===== config.mk =====
export PLATFORM = sky130hd
export DESIGN_NAME = programmable_crc_generator
export DESIGN_NICKNAME = d
export VERILOG_FILES = /design/src/crc_gen_pkg.sv /design/src/crc_shift_step.sv /design/src/programmable_crc_generator.sv
export SDC_FILE = /design/constraint.sdc
export NUM_CORES = 1
export LEC_CHECK = 0
export ABC_AREA = 1
export ABC_CLOCK_PERIOD_IN_PS = 5600
export BUFFER_PORTS_ARGS = -buffer_cell sky130_fd_sc_hd__buf_4
export CORE_MARGIN = 2
export CORE_UTILIZATION = 40
export CTS_BUF_LIST = sky130_fd_sc_hd__clkbuf_4
export DETAILED_ROUTE_END_ITERATION = 8
export GPL_ROUTABILITY_DRIVEN = 0
export HOLD_SLACK_MARGIN = 0.1
export PLACE_DENSITY_LB_ADDON = 0.15
export SYNTH_ARGS = -nofsm -noshare
export SYNTH_HDL_FRONTEND = slang
export SYNTH_SLANG_ARGS = --single-unit

===== constraint.sdc =====
create_clock -name clk -period 5.6 [get_ports clk]
set_input_delay 1.12 -clock clk [delete_from_list [all_inputs] [get_ports clk]]
set_output_delay 1.12 -clock clk [all_outputs]
set_load 0.1 [all_outputs]

===== src/crc_gen_pkg.sv =====
// constants, types and helpers shared by the crc generator
// What this block does
// [RL1] polynomial length comes from a five-bit field holding length minus one
// [RL2] set tap bits 1..31 add an xor; the zero-order term always applies
// [RL3] at length 32 the top term applies implicitly without a tap bit
// [RL4] word width 1..32 bits set by a five-bit field holding width minus one
// [RL5] fifo depth is 4, 8 or 16 words depending on the width field
// [RL6] writes are byte wide; unused upper bits of narrow words are ignored
// [RL7] word count rises when the byte holding the word's top bit is written
// [RL8] software writes the low data half before the high half
// [RL9] shifting runs only while run is set and words are waiting; here a word already loaded finishes shifting after run clears
// [RL10] a word moves to the shift buffer, count drops, two bits per cycle
// [RL11] full flag when count equals depth, empty flag when count is zero
// [RL12] disabling empties the fifo and resets engine, result and high data
// [RL13] software waits one cycle after a result write before reading count
// [RL14] lsb-first select picks input bit order; result stays non-reflected
// [RL15] with select at zero, interrupt when count goes from one to zero
// [RL16] with select at one, interrupt on hardware run clear, not on software
// [RL17] result final at most (length field + 1)/2 cycles after the interrupt; the engine here takes about (width field + 1)/2
// [RL18] run clears by itself when the calculation finishes
// [RL19] software configures, preloads, clears result, runs, refills, reads
// [RL20] idle halt set stops the block while the processor idles
// [RL21] engine is a length-bit shift register with feedback into taps
package crc_gen_pkg;

  // register byte offsets on the bus
  localparam logic [5:0] OFS_CTRL = 6'h00;
  localparam logic [5:0] OFS_CFG  = 6'h04;
  localparam logic [5:0] OFS_TAPL = 6'h08;
  localparam logic [5:0] OFS_TAPH = 6'h0C;
  localparam logic [5:0] OFS_DATL = 6'h10;
  localparam logic [5:0] OFS_DATH = 6'h14;
  localparam logic [5:0] OFS_RESL = 6'h18;
  localparam logic [5:0] OFS_RESH = 6'h1C;

  // control_status_reg field positions
  localparam int CTL_ON    = 15;
  localparam int CTL_IDLE  = 13;
  localparam int CTL_CNT   = 8;
  localparam int CTL_FULL  = 7;
  localparam int CTL_EMPTY = 6;
  localparam int CTL_ISEL  = 5;
  localparam int CTL_RUN   = 4;
  localparam int CTL_LSBF  = 3;
  // width_length_reg field positions
  localparam int CFG_WIDTH = 8;
  localparam int CFG_PLEN  = 0;

  // depth selection
  localparam logic [4:0] WIDE_MIN   = 5'h10;
  localparam logic [4:0] MID_MIN    = 5'h08;
  localparam logic [4:0] DEPTH_WIDE = 5'h04;
  localparam logic [4:0] DEPTH_MID  = 5'h08;
  localparam logic [4:0] DEPTH_NARR = 5'h10;
  localparam int         FIFO_MAX   = 16;

  // configuration carried as one bundle
  typedef struct packed {
    logic       onBit;
    logic       idleHalt;
    logic       isel;
    logic       lsbFirst;
    logic [4:0] width;
    logic [4:0] plen;
  } cfg_t;

  localparam cfg_t CFG_RST = '0;

  typedef enum logic [0:0] {
    ENG_IDLE  = 1'b0,
    ENG_SHIFT = 1'b1
  } eng_state_t;

  // fifo depth for a width field
  function automatic logic [4:0] depthOf(input logic [4:0] w);
    if (w >= WIDE_MIN) begin
      return DEPTH_WIDE;
    end else if (w >= MID_MIN) begin
      return DEPTH_MID;
    end
    return DEPTH_NARR;
  endfunction : depthOf

  // ones in the low n+1 bits
  function automatic logic [31:0] lowMask(input logic [4:0] n);
    return 32'hFFFF_FFFF >> (5'h1F - n);
  endfunction : lowMask

endpackage : crc_gen_pkg


===== src/crc_shift_step.sv =====
// combinational crc engine step, one or two input bits
`timescale 1ns/1ps
`default_nettype none
module crc_shift_step
  import crc_gen_pkg::*;
(
  input  wire logic [31:0] crcIn,
  input  wire logic [31:0] taps,
  input  wire logic [4:0]  plen,
  input  wire logic        bitA,
  input  wire logic        bitB,
  input  wire logic        twoBits,
  output logic      [31:0] crcOut
);

  // one shift: feedback xors into enabled taps and term zero
  function automatic logic [31:0] step(input logic [31:0] c, input logic d,
                                       input logic [31:0] t,
                                       input logic [4:0] p);
    logic        fb;
    logic [31:0] poly;
    fb   = d ^ c[p];                          // RL21
    poly = {t[31:1], 1'b1} & lowMask(p);      // RL2
    c    = (c << 1) & lowMask(p);             // RL1 RL3
    if (fb) begin
      c = c ^ poly;                           // RL21
    end
    return c;
  endfunction : step

  // first bit always, second when two are due
  always_comb begin
    crcOut = step(crcIn, bitA, taps, plen);
    if (twoBits) begin
      crcOut = step(crcOut, bitB, taps, plen);
    end
  end

endmodule : crc_shift_step
`default_nettype wire


===== src/programmable_crc_generator.sv =====
// programmable crc generator with avalon-mm register slave
`timescale 1ns/1ps
`default_nettype none
module programmable_crc_generator
  import crc_gen_pkg::*;
(
  input  wire logic        clk,
  input  wire logic        nrst,
  input  wire logic [5:0]  avs_address,
  input  wire logic        avs_read,
  input  wire logic        avs_write,
  input  wire logic [31:0] avs_writedata,
  input  wire logic [3:0]  avs_byteenable,
  output logic      [31:0] avs_readdata,
  output logic             avs_waitrequest,
  input  wire logic        cpuIdle,
  output logic             crcIrq
);

  logic             rstMeta_q;
  logic             rstN;
  logic             waitReq_q;
  logic [31:0]      rdData_q;
  cfg_t             cfg_q;
  logic             run_q;
  logic [15:1]      tapLow_q;
  logic [15:0]      tapHigh_q;
  logic [15:0]      dataLow_q;
  logic [15:0]      dataHigh_q;
  logic [31:0]      result_q;
  logic [31:0]      fifoMem [FIFO_MAX];
  logic [3:0]       wrPtr_q;
  logic [3:0]       rdPtr_q;
  logic [4:0]       count_q;
  logic [4:0]       count_d;
  logic [31:0]      buf_q;
  logic [5:0]       bitsLeft_q;
  eng_state_t       engSt_q;
  logic             irq_q;
  logic             wrEn;
  logic [4:0]       depth;
  logic [3:0]       ptrMask;
  logic [15:0]      lowNew;
  logic [15:0]      highNew;
  logic [1:0]       topIdx;
  logic             commit;
  logic             active;
  logic             shiftNow;
  logic             lastBits;
  logic             load;
  logic             hwDone;
  logic             swRunWr;
  logic             irqEvt;
  logic             bitA;
  logic             bitB;
  logic [31:0]      engOut;
  logic [31:0]      readMux;

  // merge a 16-bit register with two byte lanes
  function automatic logic [15:0] merge16(input logic [15:0] old,
                                          input logic [15:0] nw,
                                          input logic [1:0]  be);
    return {be[1] ? nw[15:8] : old[15:8], be[0] ? nw[7:0] : old[7:0]};
  endfunction : merge16

  // reset release through two flops
  always_ff @(posedge clk or negedge nrst) begin
    if (!nrst) begin
      rstMeta_q <= 1'b0;
      rstN      <= 1'b0;
    end else begin
      rstMeta_q <= 1'b1;
      rstN      <= rstMeta_q;
    end
  end

  // bus handshake: one wait cycle, action at the edge waitrequest is low
  always_ff @(posedge clk or negedge rstN) begin
    if (!rstN) begin
      waitReq_q <= 1'b1;
    end else begin
      waitReq_q <= ~((avs_read | avs_write) & waitReq_q);
    end
  end

  assign wrEn    = avs_write & ~waitReq_q;
  assign swRunWr = wrEn & (avs_address == OFS_CTRL) & avs_byteenable[0];

  // configuration derived values
  assign depth   = depthOf(cfg_q.width);                  // RL5
  assign ptrMask = depth[3:0] - 4'h1;
  assign topIdx  = cfg_q.width[4:3];                      // RL4

  // new data halves as they stand after this write
  assign lowNew  = (wrEn && avs_address == OFS_DATL)
                 ? merge16(dataLow_q, avs_writedata[15:0], avs_byteenable[1:0])
                 : dataLow_q;
  assign highNew = (wrEn && avs_address == OFS_DATH)
                 ? merge16(dataHigh_q, avs_writedata[15:0], avs_byteenable[1:0])
                 : dataHigh_q;

  // word commits when the lane holding its top bit is written
  assign commit = wrEn & cfg_q.onBit & (count_q != depth)          // RL11
                & avs_byteenable[topIdx[0]]                        // RL7
                & ((avs_address == OFS_DATL & ~topIdx[1])
                 | (avs_address == OFS_DATH & topIdx[1]));         // RL8

  // engine control terms
  assign active   = cfg_q.onBit & ~(cfg_q.idleHalt & cpuIdle);    // RL20
  assign shiftNow = active & (engSt_q == ENG_SHIFT);
  assign lastBits = shiftNow & (bitsLeft_q <= 6'h02);
  assign load     = active & run_q & (count_q != 5'h00)           // RL9
                  & ((engSt_q == ENG_IDLE) | lastBits);
  assign hwDone   = run_q & lastBits & (count_q == 5'h00);

  // pick the next input bits by direction
  always_comb begin
    if (cfg_q.lsbFirst) begin
      bitA = buf_q[0];                                    // RL14
      bitB = buf_q[1];
    end else begin
      bitA = buf_q[cfg_q.width];                          // RL14
      bitB = buf_q[cfg_q.width - 5'h01];
    end
  end

  crc_shift_step i_crc_shift_step (
    .crcIn   (result_q),
    .taps    ({tapHigh_q, tapLow_q, 1'b1}),
    .plen    (cfg_q.plen),
    .bitA    (bitA),
    .bitB    (bitB),
    .twoBits (bitsLeft_q >= 6'h02),
    .crcOut  (engOut)
  );

  // configuration registers survive a disable
  always_ff @(posedge clk or negedge rstN) begin
    if (!rstN) begin
      cfg_q     <= CFG_RST;
      tapLow_q  <= '0;
      tapHigh_q <= 16'h0000;
    end else if (wrEn) begin
      case (avs_address)
        OFS_CTRL: begin
          if (avs_byteenable[1]) begin
            cfg_q.onBit    <= avs_writedata[CTL_ON];
            cfg_q.idleHalt <= avs_writedata[CTL_IDLE];
          end
          if (avs_byteenable[0]) begin
            cfg_q.isel     <= avs_writedata[CTL_ISEL];
            cfg_q.lsbFirst <= avs_writedata[CTL_LSBF];
          end
        end
        OFS_CFG: begin
          if (avs_byteenable[1]) begin
            cfg_q.width <= avs_writedata[CFG_WIDTH +: 5];      // RL4
          end
          if (avs_byteenable[0]) begin
            cfg_q.plen <= avs_writedata[CFG_PLEN +: 5];        // RL1
          end
        end
        OFS_TAPL: begin
          if (avs_byteenable[1]) begin
            tapLow_q[15:8] <= avs_writedata[15:8];
          end
          if (avs_byteenable[0]) begin
            tapLow_q[7:1] <= avs_writedata[7:1];               // RL2
          end
        end
        OFS_TAPH: begin
          tapHigh_q <= merge16(tapHigh_q, avs_writedata[15:0],
                               avs_byteenable[1:0]);
        end
        default: begin
        end
      endcase
    end
  end

  // data input halves; high half cleared while disabled
  always_ff @(posedge clk or negedge rstN) begin
    if (!rstN) begin
      dataLow_q  <= 16'h0000;
      dataHigh_q <= 16'h0000;
    end else begin
      dataLow_q <= lowNew;
      if (!cfg_q.onBit) begin
        dataHigh_q <= 16'h0000;                           // RL12
      end else begin
        dataHigh_q <= highNew;
      end
    end
  end

  // fifo storage, unused upper bits dropped on entry
  always_ff @(posedge clk) begin
    if (commit) begin
      fifoMem[wrPtr_q] <= {highNew, lowNew} & lowMask(cfg_q.width); // RL6
    end
  end

  // fifo pointers and word count
  always_comb begin
    count_d = count_q;
    if (commit) begin
      count_d = count_d + 5'h01;                          // RL7
    end
    if (load) begin
      count_d = count_d - 5'h01;                          // RL10
    end
  end

  always_ff @(posedge clk or negedge rstN) begin
    if (!rstN) begin
      wrPtr_q <= 4'h0;
      rdPtr_q <= 4'h0;
      count_q <= 5'h00;
    end else if (!cfg_q.onBit) begin
      wrPtr_q <= 4'h0;                                    // RL12
      rdPtr_q <= 4'h0;
      count_q <= 5'h00;
    end else begin
      count_q <= count_d;
      if (commit) begin
        wrPtr_q <= (wrPtr_q + 4'h1) & ptrMask;
      end
      if (load) begin
        rdPtr_q <= (rdPtr_q + 4'h1) & ptrMask;
      end
    end
  end

  // shift buffer and engine state
  always_ff @(posedge clk or negedge rstN) begin
    if (!rstN) begin
      buf_q      <= 32'h0000_0000;
      bitsLeft_q <= 6'h00;
      engSt_q    <= ENG_IDLE;
    end else if (!cfg_q.onBit) begin
      buf_q      <= 32'h0000_0000;                        // RL12
      bitsLeft_q <= 6'h00;
      engSt_q    <= ENG_IDLE;
    end else begin
      case (engSt_q)
        ENG_IDLE: begin
          if (load) begin
            buf_q      <= fifoMem[rdPtr_q];               // RL10
            bitsLeft_q <= {1'b0, cfg_q.width} + 6'h01;
            engSt_q    <= ENG_SHIFT;
          end
        end
        ENG_SHIFT: begin
          if (load) begin
            buf_q      <= fifoMem[rdPtr_q];               // RL10
            bitsLeft_q <= {1'b0, cfg_q.width} + 6'h01;
          end else if (lastBits) begin
            bitsLeft_q <= 6'h00;
            engSt_q    <= ENG_IDLE;
          end else if (shiftNow) begin
            bitsLeft_q <= bitsLeft_q - 6'h02;             // RL10
            buf_q <= cfg_q.lsbFirst ? (buf_q >> 2) : (buf_q << 2); // RL14
          end
        end
        default: begin
          engSt_q <= ENG_IDLE;
        end
      endcase
    end
  end

  // run bit: software write wins, hardware clears on completion
  always_ff @(posedge clk or negedge rstN) begin
    if (!rstN) begin
      run_q <= 1'b0;
    end else if (!cfg_q.onBit) begin
      run_q <= 1'b0;                                      // RL12
    end else if (swRunWr) begin
      run_q <= avs_writedata[CTL_RUN];
    end else if (hwDone) begin
      run_q <= 1'b0;                                      // RL18
    end
  end

  // running crc; result is final when run clears, (width field + 1)/2 cycles rounded up after the last load; the allowed bound is (length field + 1)/2
  always_ff @(posedge clk or negedge rstN) begin
    if (!rstN) begin
      result_q <= 32'h0000_0000;
    end else if (!cfg_q.onBit) begin
      result_q <= 32'h0000_0000;                          // RL12
    end else if (wrEn && avs_address == OFS_RESL) begin
      result_q[15:0] <= merge16(result_q[15:0], avs_writedata[15:0],
                                avs_byteenable[1:0]);
    end else if (wrEn && avs_address == OFS_RESH) begin
      result_q[31:16] <= merge16(result_q[31:16], avs_writedata[15:0],
                                 avs_byteenable[1:0]);
    end else if (shiftNow) begin
      result_q <= engOut;                                 // RL21 RL17
    end
  end

  // interrupt events
  assign irqEvt = (~cfg_q.isel & load & ~commit & (count_q == 5'h01))  // RL15
                | (cfg_q.isel & hwDone & ~swRunWr);                    // RL16

  always_ff @(posedge clk or negedge rstN) begin
    if (!rstN) begin
      irq_q <= 1'b0;
    end else begin
      irq_q <= irqEvt & cfg_q.onBit;
    end
  end

  // read mux; flags derived from the live count
  always_comb begin
    readMux = 32'h0000_0000;
    case (avs_address)
      OFS_CTRL: begin
        readMux[CTL_ON]         = cfg_q.onBit;
        readMux[CTL_IDLE]       = cfg_q.idleHalt;
        readMux[CTL_CNT +: 5]   = count_q;
        readMux[CTL_FULL]       = (count_q == depth);        // RL11
        readMux[CTL_EMPTY]      = (count_q == 5'h00);        // RL11
        readMux[CTL_ISEL]       = cfg_q.isel;
        readMux[CTL_RUN]        = run_q;
        readMux[CTL_LSBF]       = cfg_q.lsbFirst;
      end
      OFS_CFG: begin
        readMux[CFG_WIDTH +: 5] = cfg_q.width;
        readMux[CFG_PLEN +: 5]  = cfg_q.plen;
      end
      OFS_TAPL: readMux[15:0] = {tapLow_q, 1'b0};            // RL2
      OFS_TAPH: readMux[15:0] = tapHigh_q;
      OFS_DATL: readMux[15:0] = dataLow_q;
      OFS_DATH: readMux[15:0] = dataHigh_q;
      OFS_RESL: readMux[15:0] = result_q[15:0];
      OFS_RESH: readMux[15:0] = result_q[31:16];
      default:  readMux = 32'h0000_0000;
    endcase
  end

  // read data captured in the wait cycle, held until the next read
  always_ff @(posedge clk or negedge rstN) begin
    if (!rstN) begin
      rdData_q <= 32'h0000_0000;
    end else if (avs_read && waitReq_q) begin
      rdData_q <= readMux;
    end
  end

  assign avs_readdata    = rdData_q;
  assign avs_waitrequest = waitReq_q;
  assign crcIrq          = irq_q;

endmodule : programmable_crc_generator
`default_nettype wire


==> results of run 1 <==
==> cells by family after synthesis <==
kind of cell / count (synthesis)
other: 2
xor gates and xnor gates: 62
buffers and inverters: 466
DFF: 694
adders and majority gates: 17
AOI/OAI and AO/OA: 842
and+or+nand+nor: 1419
==> state kept, by name, indices dropped and copies added, names as in the netlist <==
| signal | flops |
|---|---|
| result_q | 32 |
| rdPtr_q | 4 |
| dataHigh_q | 16 |
| rstMeta_q | 1 |
| tapHigh_q | 16 |
| tapLow_q | 15 |
| wrPtr_q | 4 |
| count_q | 5 |
| avs_waitrequest | 1 |
| rstN | 1 |
| bitsLeft_q | 6 |
| cfg_q | 14 |
| avs_readdata | 16 |
| dataLow_q | 16 |
| crcIrq | 1 |
| fifoMem | 512 |
| run_q | 1 |
| engSt_q | 1 |
| buf_q | 32 |
==> worst paths after layout <==
check | startpoint | end | slack, ns
worst max-delay path | cfg_q[1]$_DFFE_PN0P_ | result_q[27]$_DFFE_PN0P_ | 0.55
worst max register to register | cfg_q[1]$_DFFE_PN0P_ | result_q[27]$_DFFE_PN0P_ | 0.55
max in group asynchronous | rstN$_DFF_PN0_ | buf_q[22]$_DFFE_PN0P_ | 3.90
worst min-delay path | avs_read | avs_waitrequest$_DFF_PN1_ | 0.22
min in group asynchronous | nrst | rstN$_DFF_PN0_ | 0.32
worst min register to register | rstMeta_q$_DFF_PN0_ | rstN$_DFF_PN0_ | 0.35
==> through the flow <==
stage                     cell area (µm²)  cells
final                               37650   4846
after floorplan                     33420   3517
after CTS                           37650   4844
after detailed placement            35300   4529
after global routing                37650   4846
after global placement              35300   4529
==> what timing repair did <==
| item | 4_1_cts | 5_1_grt |
|---|---|---|
| hold buffers | 1 | 0 |
| buffers inserted | 0 | 0 |
| endpoints found under the setup margin | 0 | 0 |
| endpoints found under the hold margin | 2 | 0 |
==> final cells by class <==
type                    instances  area share, %
flip-flops and latches        694          52.97
multi-input cells            2357          31.16
clock buffers                 270          5.383
well taps                    1070          3.556
repair buffers                155          3.529
inverters                     254          2.575
clock inverters                44         0.8141
diodes                          2        0.01329
==> power breakdown <==
group / internal [W] / leakage (nW) / switching (W)
clock: 0.00235 / 1.39 / 0.00217
sequential: 0.00555 / 7.54 / 0.0000623
combinational: 0.000213 / 6.27 / 0.000681
total: 0.00811 / 15.2 / 0.00291
==> layer usage <==
layer	routed length, µm	global-route usage [%]	vias to the layer above
li1	-	-	12573
met1	48880	35.07	13376
met2	49280	38.78	1001
met3	7771	5.668	194
met4	3154	8.255	2
met5	13	0	-
==> worst max-delay path: cells and delay by family (launching register included) <==
family / cells / cell delay, ns
buffers and inverters: 4 / 0.89
AND/OR/NAND/NOR: 22 / 3.18
AO/OA/AOI/OAI: 1 / 0.17
flip-flops: 1 / 0.65
==> layout by cell type, fill, tap and decap left out, types with 6 or more instances in the layout <==
cell type | netlist | routed
sky130_fd_sc_hd__a211oi_1 | 11 | 7
sky130_fd_sc_hd__a21oi_1 | 369 | 369
sky130_fd_sc_hd__a221o_1 | 6 | 6
sky130_fd_sc_hd__a221oi_1 | 43 | 43
sky130_fd_sc_hd__a22oi_1 | 38 | 38
sky130_fd_sc_hd__a31oi_1 | 17 | 17
sky130_fd_sc_hd__a32o_1 | 22 | 22
sky130_fd_sc_hd__buf_12 | 0 | 13
sky130_fd_sc_hd__buf_4 | 24 | 141
sky130_fd_sc_hd__clkbuf_4 | 0 | 270
sky130_fd_sc_hd__clkinv_1 | 8 | 32
sky130_fd_sc_hd__conb_1 | 2 | 17
sky130_fd_sc_hd__dfrtp_1 | 181 | 175
sky130_fd_sc_hd__edfxtp_1 | 512 | 512
sky130_fd_sc_hd__ha_1 | 17 | 17
sky130_fd_sc_hd__inv_1 | 240 | 238
sky130_fd_sc_hd__inv_2 | 5 | 6
sky130_fd_sc_hd__nand2_1 | 986 | 986
sky130_fd_sc_hd__nand2_2 | 8 | 8
sky130_fd_sc_hd__nand3_1 | 165 | 165
sky130_fd_sc_hd__nand4_1 | 14 | 14
sky130_fd_sc_hd__nor2_1 | 188 | 171
sky130_fd_sc_hd__nor2_4 | 1 | 17
sky130_fd_sc_hd__nor3_1 | 32 | 28
sky130_fd_sc_hd__o211ai_1 | 19 | 19
sky130_fd_sc_hd__o21ai_0 | 207 | 207
sky130_fd_sc_hd__o22ai_1 | 35 | 35
sky130_fd_sc_hd__o311ai_0 | 35 | 34
sky130_fd_sc_hd__o31ai_1 | 6 | 6
sky130_fd_sc_hd__xnor2_1 | 39 | 39
sky130_fd_sc_hd__xor2_1 | 23 | 23
==> impl_metrics.yaml, run 1 <==
setup_path:
  worstRegToRegCells: 27
  timing.critical_path.fanout_max: 16
  setup.worst_path.start_class: "register"
  worst_path_max_delay_cell: "sky130_fd_sc_hd__dfrtp_1"
  end_kind: "register"
  crit_top_cell: "sky130_fd_sc_hd__nand2_1"
  arrival_time_at_the_worst_endpoint_ns: 6.00
  worstSetupPathType: "reg -> reg"
  timing.critical_path.required_ns: 6.55
  timing.critical_path.slowest_cell_delay_ns: 0.65
timing:
  post-route-min-period_ns: 5.048
  finalSetupTns_ns: 0
  post-route-worst-setup-slack_ns: 0.5523
  worst_hold_slack_across_all_endpoints_ns: 0.2229
  clock.fmax_mhz: 198.1
  timing_worst_slew_pin_value_ns: 1.225
  final_setup_vio_count: 0
  fin_crit_sh_pct: 90.14
  final-max-slew-violation-count: 0
  remaining_max_slew_budget_at_the_tightest_pin_pct: 18.30
  timing.final.hold_violations: 0
  grt_setup_unrepaired: "false"
  clock_skew_ns: 0.1116
finish:
  fin_util_pct: 45.71
  fill_cells: 7981
  multi_input_comb_area_mm2: 0.01173
  net_total_in_the_final_layout: 3710
  drive_gt1_share_pct: 13.59
  ff_latch_area_mm2: 0.01995
  syn_to_final_growth_pct: 12.86
synth:
  synth_adder_area_share_pct: 0.6375
  synth.most_common_cell: "sky130_fd_sc_hd__nand2_1"
  ys_dominant_reg_cell: "sky130_fd_sc_hd__edfxtp_1"
  synth.top_cells.by_count: "986 x sky130_fd_sc_hd__nand2_1, 512 x sky130_fd_sc_hd__edfxtp_1, 369 x sky130_fd_sc_hd__a21oi_1"
  avgSynthCellArea_um2: 9.527
  async_flop_share_pct: 26.22
  synth_edf_count: 512
  muxShareOfSynthArea_pct: 0
  synth-simple-area-share_pct: 17.22
  synth_area_leader_cell: "sky130_fd_sc_hd__edfxtp_1"
  synth_largest_type_area_fraction_pct: 46.08
  synth_register_bits: 694
  synthXorXnorAreaFrac_pct: 1.628
  yosysWarningCount: 0
  synth_top_family_by_area: "simple AND/OR/NAND/NOR gates"
  synthCells: 3502
  compound_gate_fraction_of_synth_area_pct: 14.99
  synth.area.top_cells: "sky130_fd_sc_hd__edfxtp_1 46%, sky130_fd_sc_hd__dfrtp_1 14%, sky130_fd_sc_hd__nand2_1 11%, sky130_fd_sc_hd__a21oi_1 5.5%, sky130_fd_sc_hd__o21ai_0 3.1%"
  synth_sequential_area_ratio_pct: 59.74
  synth_cell_type_count: 58
  syn-cell-area_mm2: 0.03336
floorplanning:
  dieWidth_um: 292.8
  boundary_pin_count: 81
  core.rowCount: 105
  core_mm2: 0.08237
  floorplan.die_area_mm2: 0.08573
  floorplan.initialDensity_pct: 40.50
  die_y_um: 292.8
drt:
  vias_per_cell: 5.602
  antenna_left: 0
  detail_route.drc_violations: 0
  routed_wl_um: 109100
  average_wire_length_per_cell_after_detail_routing_um: 22.51
  number_of_vias_in_the_routed_layout: 27146
  dr.pass1.iters: 7
  detailedRoute.firstIterationViolations: 2496
clocking:
  cts_root_buffer: "sky130_fd_sc_hd__clkbuf_4"
  cts_tree: "built"
  clockBufferDepth: 3
  cts-resized-gates: 0
  clock_insertion_delay_worst_skew_ns: 1.15
  tritoncts_num_sinks: 694
  htreeDepth: 4
  path_clk_slew_ns: 0.07
  cts-buffers-inserted: 184
grt:
  grt_antenna_before_repair: 5
  grt_pass1_wl_um: 161600
  globalRoute.totalOverflow: 0
  global_route.usage.total_pct: 25.13
  grt_pass1_vias: 25436
  maximum_number_of_pins_on_one_net_before_global_route_repair: 153
run_status:
  outcome: "complete, no violations"
job:
  cap_viol_max_count: 0
worst_hold_path:
  worst_hold_path_type: "in -> reg"
  holdPathStages: 2
power:
  power_density_mw_per_mm2: 292.8
  power.leakage_nw: 15.20
  worst_ir_drop_vdd_v: 0.0001482
  design_power_total_w: 0.01103
place:
  place.detailed.hpwl_um: 68430
  port-buffer-count: 46
  placement.setup.worst_slack_ns: 0.7637
(Power assumes the default switching activity.)
==> run 2, diff against run 1 <==
--- a/config.mk
+++ b/config.mk
@@ -8,6 +8,8 @@
 export ABC_AREA = 1
 export ABC_CLOCK_PERIOD_IN_PS = 5600
 export BUFFER_PORTS_ARGS = -buffer_cell sky130_fd_sc_hd__buf_4
+export CELL_PAD_IN_SITES_DETAIL_PLACEMENT = 0
+export CELL_PAD_IN_SITES_GLOBAL_PLACEMENT = 1
 export CORE_MARGIN = 2
 export CORE_UTILIZATION = 40
 export CTS_BUF_LIST = sky130_fd_sc_hd__clkbuf_4
==> run 2 against run 1 <==
Against the previous run:
- first-iteration DRC count increased by 2.1%
- hold slack gained 0.014 ns
- cell area down 0.31%
- worst setup slack better by 0.40 ns
- count of clock-buffer cells in the layout fell by 6
- highest routed layer is now met4
- global-route usage rose by 0.94 points
- clock power fell by 1%
==> impl_metrics.yaml, run 2 (synthesized netlist as in run 1, its figures left out) <==
finish:
  net_total_in_the_final_layout: 3703
  largest_register_ffs: 512
  syn_to_final_growth_pct: 12.50
  final_area_mm2: 0.03753
  drive_gt1_share_pct: 13.25
  fin_util_pct: 45.57
  top_register: "fifoMem"
  final_common_cell: "sky130_fd_sc_hd__nand2_1"
  largestRegisters: "fifoMem: 512 flops, buf_q: 32 flops, result_q: 32 flops"
  most_used_cells_in_the_layout_excluding_fill_and_tap_cells: "986 x sky130_fd_sc_hd__nand2_1, 512 x sky130_fd_sc_hd__edfxtp_1, 369 x sky130_fd_sc_hd__a21oi_1, 264 x sky130_fd_sc_hd__clkbuf_4, 238 x sky130_fd_sc_hd__inv_1"
setup_path:
  timing.critical_path.required_ns: 6.51
  timing.rr.start: "cfg_q[0]$_DFFE_PN0P_"
  timing.critical_path.slowest_cell_delay_ns: 0.76
  worst_path_max_delay_cell: "sky130_fd_sc_hd__dfrtp_1"
  end_kind: "register"
  setup.worst_path.start_class: "register"
  worstSetupPathType: "reg -> reg"
  timing.critical_path.fanout_max: 22
  regToRegEndpoint: "result_q[23]$_DFFE_PN0P_"
  crit_top_cell: "sky130_fd_sc_hd__nand2_1"
  arrival_time_at_the_worst_endpoint_ns: 5.55
  reg2reg_setup_slack_ns: 0.96
  worstRegToRegCells: 25
timing:
  fin_crit_sh_pct: 82.92
  timing.final.hold_violations: 0
  finalSetupTns_ns: 0
  clock_skew_ns: 0.09852
  grt_setup_unrepaired: "false"
  remaining_max_slew_budget_at_the_tightest_pin_pct: 11.14
  post-route-min-period_ns: 4.643
  final_setup_vio_count: 0
  clock.fmax_mhz: 215.4
  timing_worst_slew_pin_value_ns: 1.333
  post-route-worst-setup-slack_ns: 0.9566
  final-max-slew-violation-count: 0
clocking:
  tritoncts_num_sinks: 694
  clock_insertion_delay_worst_skew_ns: 1.07
  cts_root_buffer: "sky130_fd_sc_hd__clkbuf_4"
  clockBufferDepth: 3
  setup_bufs_post_cts: 0
  htreeDepth: 4
  path_clk_slew_ns: 0.06
  cts_tree: "built"
  cts-buffers-inserted: 184
drt:
  dr.pass1.iters: 6
  detail_route.drc_violations: 0
  antenna_left: 0
  number_of_vias_in_the_routed_layout: 27272
  vias_per_cell: 5.628
  average_wire_length_per_cell_after_detail_routing_um: 23.03
  detailedRoute.firstIterationViolations: 2549
  routed_wl_um: 111600
grt:
  globalRoute.totalOverflow: 0
  maximum_number_of_pins_on_one_net_before_global_route_repair: 139
  grt_pass1_wl_um: 166800
  grt_antenna_before_repair: 2
  global_route.usage.total_pct: 26.06
  grt_pass1_vias: 26707
worst_hold_path:
  hold_start: "avs_read"
  worst_hold_path.endpoint: "avs_waitrequest$_DFF_PN1_"
  worst_hold_path_type: "in -> reg"
  holdPathStages: 2
run_status:
  outcome: "complete, no violations"
place:
  placement.setup.worst_slack_ns: 0.9702
  place.detailed.hpwl_um: 70640
  placed_cell_area_mm2: 0.03520
  port-buffer-count: 46
job:
  cap_viol_max_count: 0
floorplanning:
  boundary_pin_count: 81
  dieWidth_um: 292.8
  core_mm2: 0.08237
  core.rowCount: 105
  die_y_um: 292.8
  floorplan.initialDensity_pct: 40.50
  floorplan.die_area_mm2: 0.08573
power:
  power_density_mw_per_mm2: 292.9
  power.leakage_nw: 15.13
  worst_ir_drop_vdd_v: 0.0001404
-- run 2: cell count changes in the layout (fill, tap and decap cells not counted), sizes merged --
cell | before | now
clkbuf | 270 | 264
clkinv | 41 | 54
bufinv | 3 | 2
buf | 154 | 147
clkinvlp | 2 | 3
-- run 2: repair_timing --
item / CTS / global route
gates resized for setup: 0 / 0
hold endpoints to repair: 2 / 0
hold buffers: 1 / 0
-- run 2: critical path, delay by kind of cell, from the launching register on --
family                 cells  cell delay (ns)
AO/OA/AOI/OAI              2             0.58
buffers and inverters      2             0.36
flip-flops                 1             0.76
AND/OR/NAND/NOR           21             2.78
-- run 2: routing by layer --
| metal | global-route usage, % | up-vias | part of all wire (%) |
|---|---|---|---|
| met4 | 7.405 | 0 | 1.9 |
| li1 | - | 12559 | - |
| met3 | 4.932 | 154 | 7.0 |
| met2 | 39.97 | 1036 | 45 |
| met5 | 0 | - | 0 |
| met1 | 37.69 | 13523 | 46 |
-- run 2: how the worst max path moves through the flow --
stage                         start                     endpoint  slack (ns)  cells past startpoint
2_1_floorplan        rstN$_DFF_PN0_  avs_readdata[0]$_DFFE_PN0P_        0.15                      0
3_3_place_gp   cfg_q[8]$_DFFE_PN0P_     result_q[23]$_DFFE_PN0P_        1.07                     24
3_5_place_dp         avs_address[5]      fifoMem[2][4]$_DFFE_PP_        0.97                      9
4_1_cts        cfg_q[0]$_DFFE_PN0P_     result_q[23]$_DFFE_PN0P_        1.03                     27
5_1_grt        cfg_q[0]$_DFFE_PN0P_     result_q[30]$_DFFE_PN0P_        0.55                     27
6_report       cfg_q[0]$_DFFE_PN0P_     result_q[23]$_DFFE_PN0P_        0.96                     25
-- run 2: final cells by class --
cell class / count / area [µm²]
timing repair buffer: 148 / 1226
clock inverter: 57 / 339.1
multi-input combinational: 2357 / 11730
antenna: 2 / 5.005
sequential: 694 / 19950
fill: 7963 / 44840
tap: 1070 / 1339
clock buffer: 264 / 1982
inverter: 254 / 967.2
-- run 2: metrics by stage --
step | cells | power (W) | hold slack (ns)
after floorplan | 3517 | 0.006336 | 0.3312
after global placement | 4522 | 0.006622 | 0.3459
after detailed placement | 4522 | 0.006632 | 0.3380
after CTS | 4844 | 0.01109 | 0.1063
after global routing | 4846 | 0.01146 | 0.1511
final | 4846 | 0.01099 | 0.2371
-- run 2: power by group --
part | leakage [nW] | switching [W] | internal (W)
clock network | 1.37 | 0.00218 | 0.00227
logic | 6.22 | 0.000693 | 0.000225
registers | 7.54 | 0.0000670 | 0.00556
total | 15.1 | 0.00294 | 0.00805
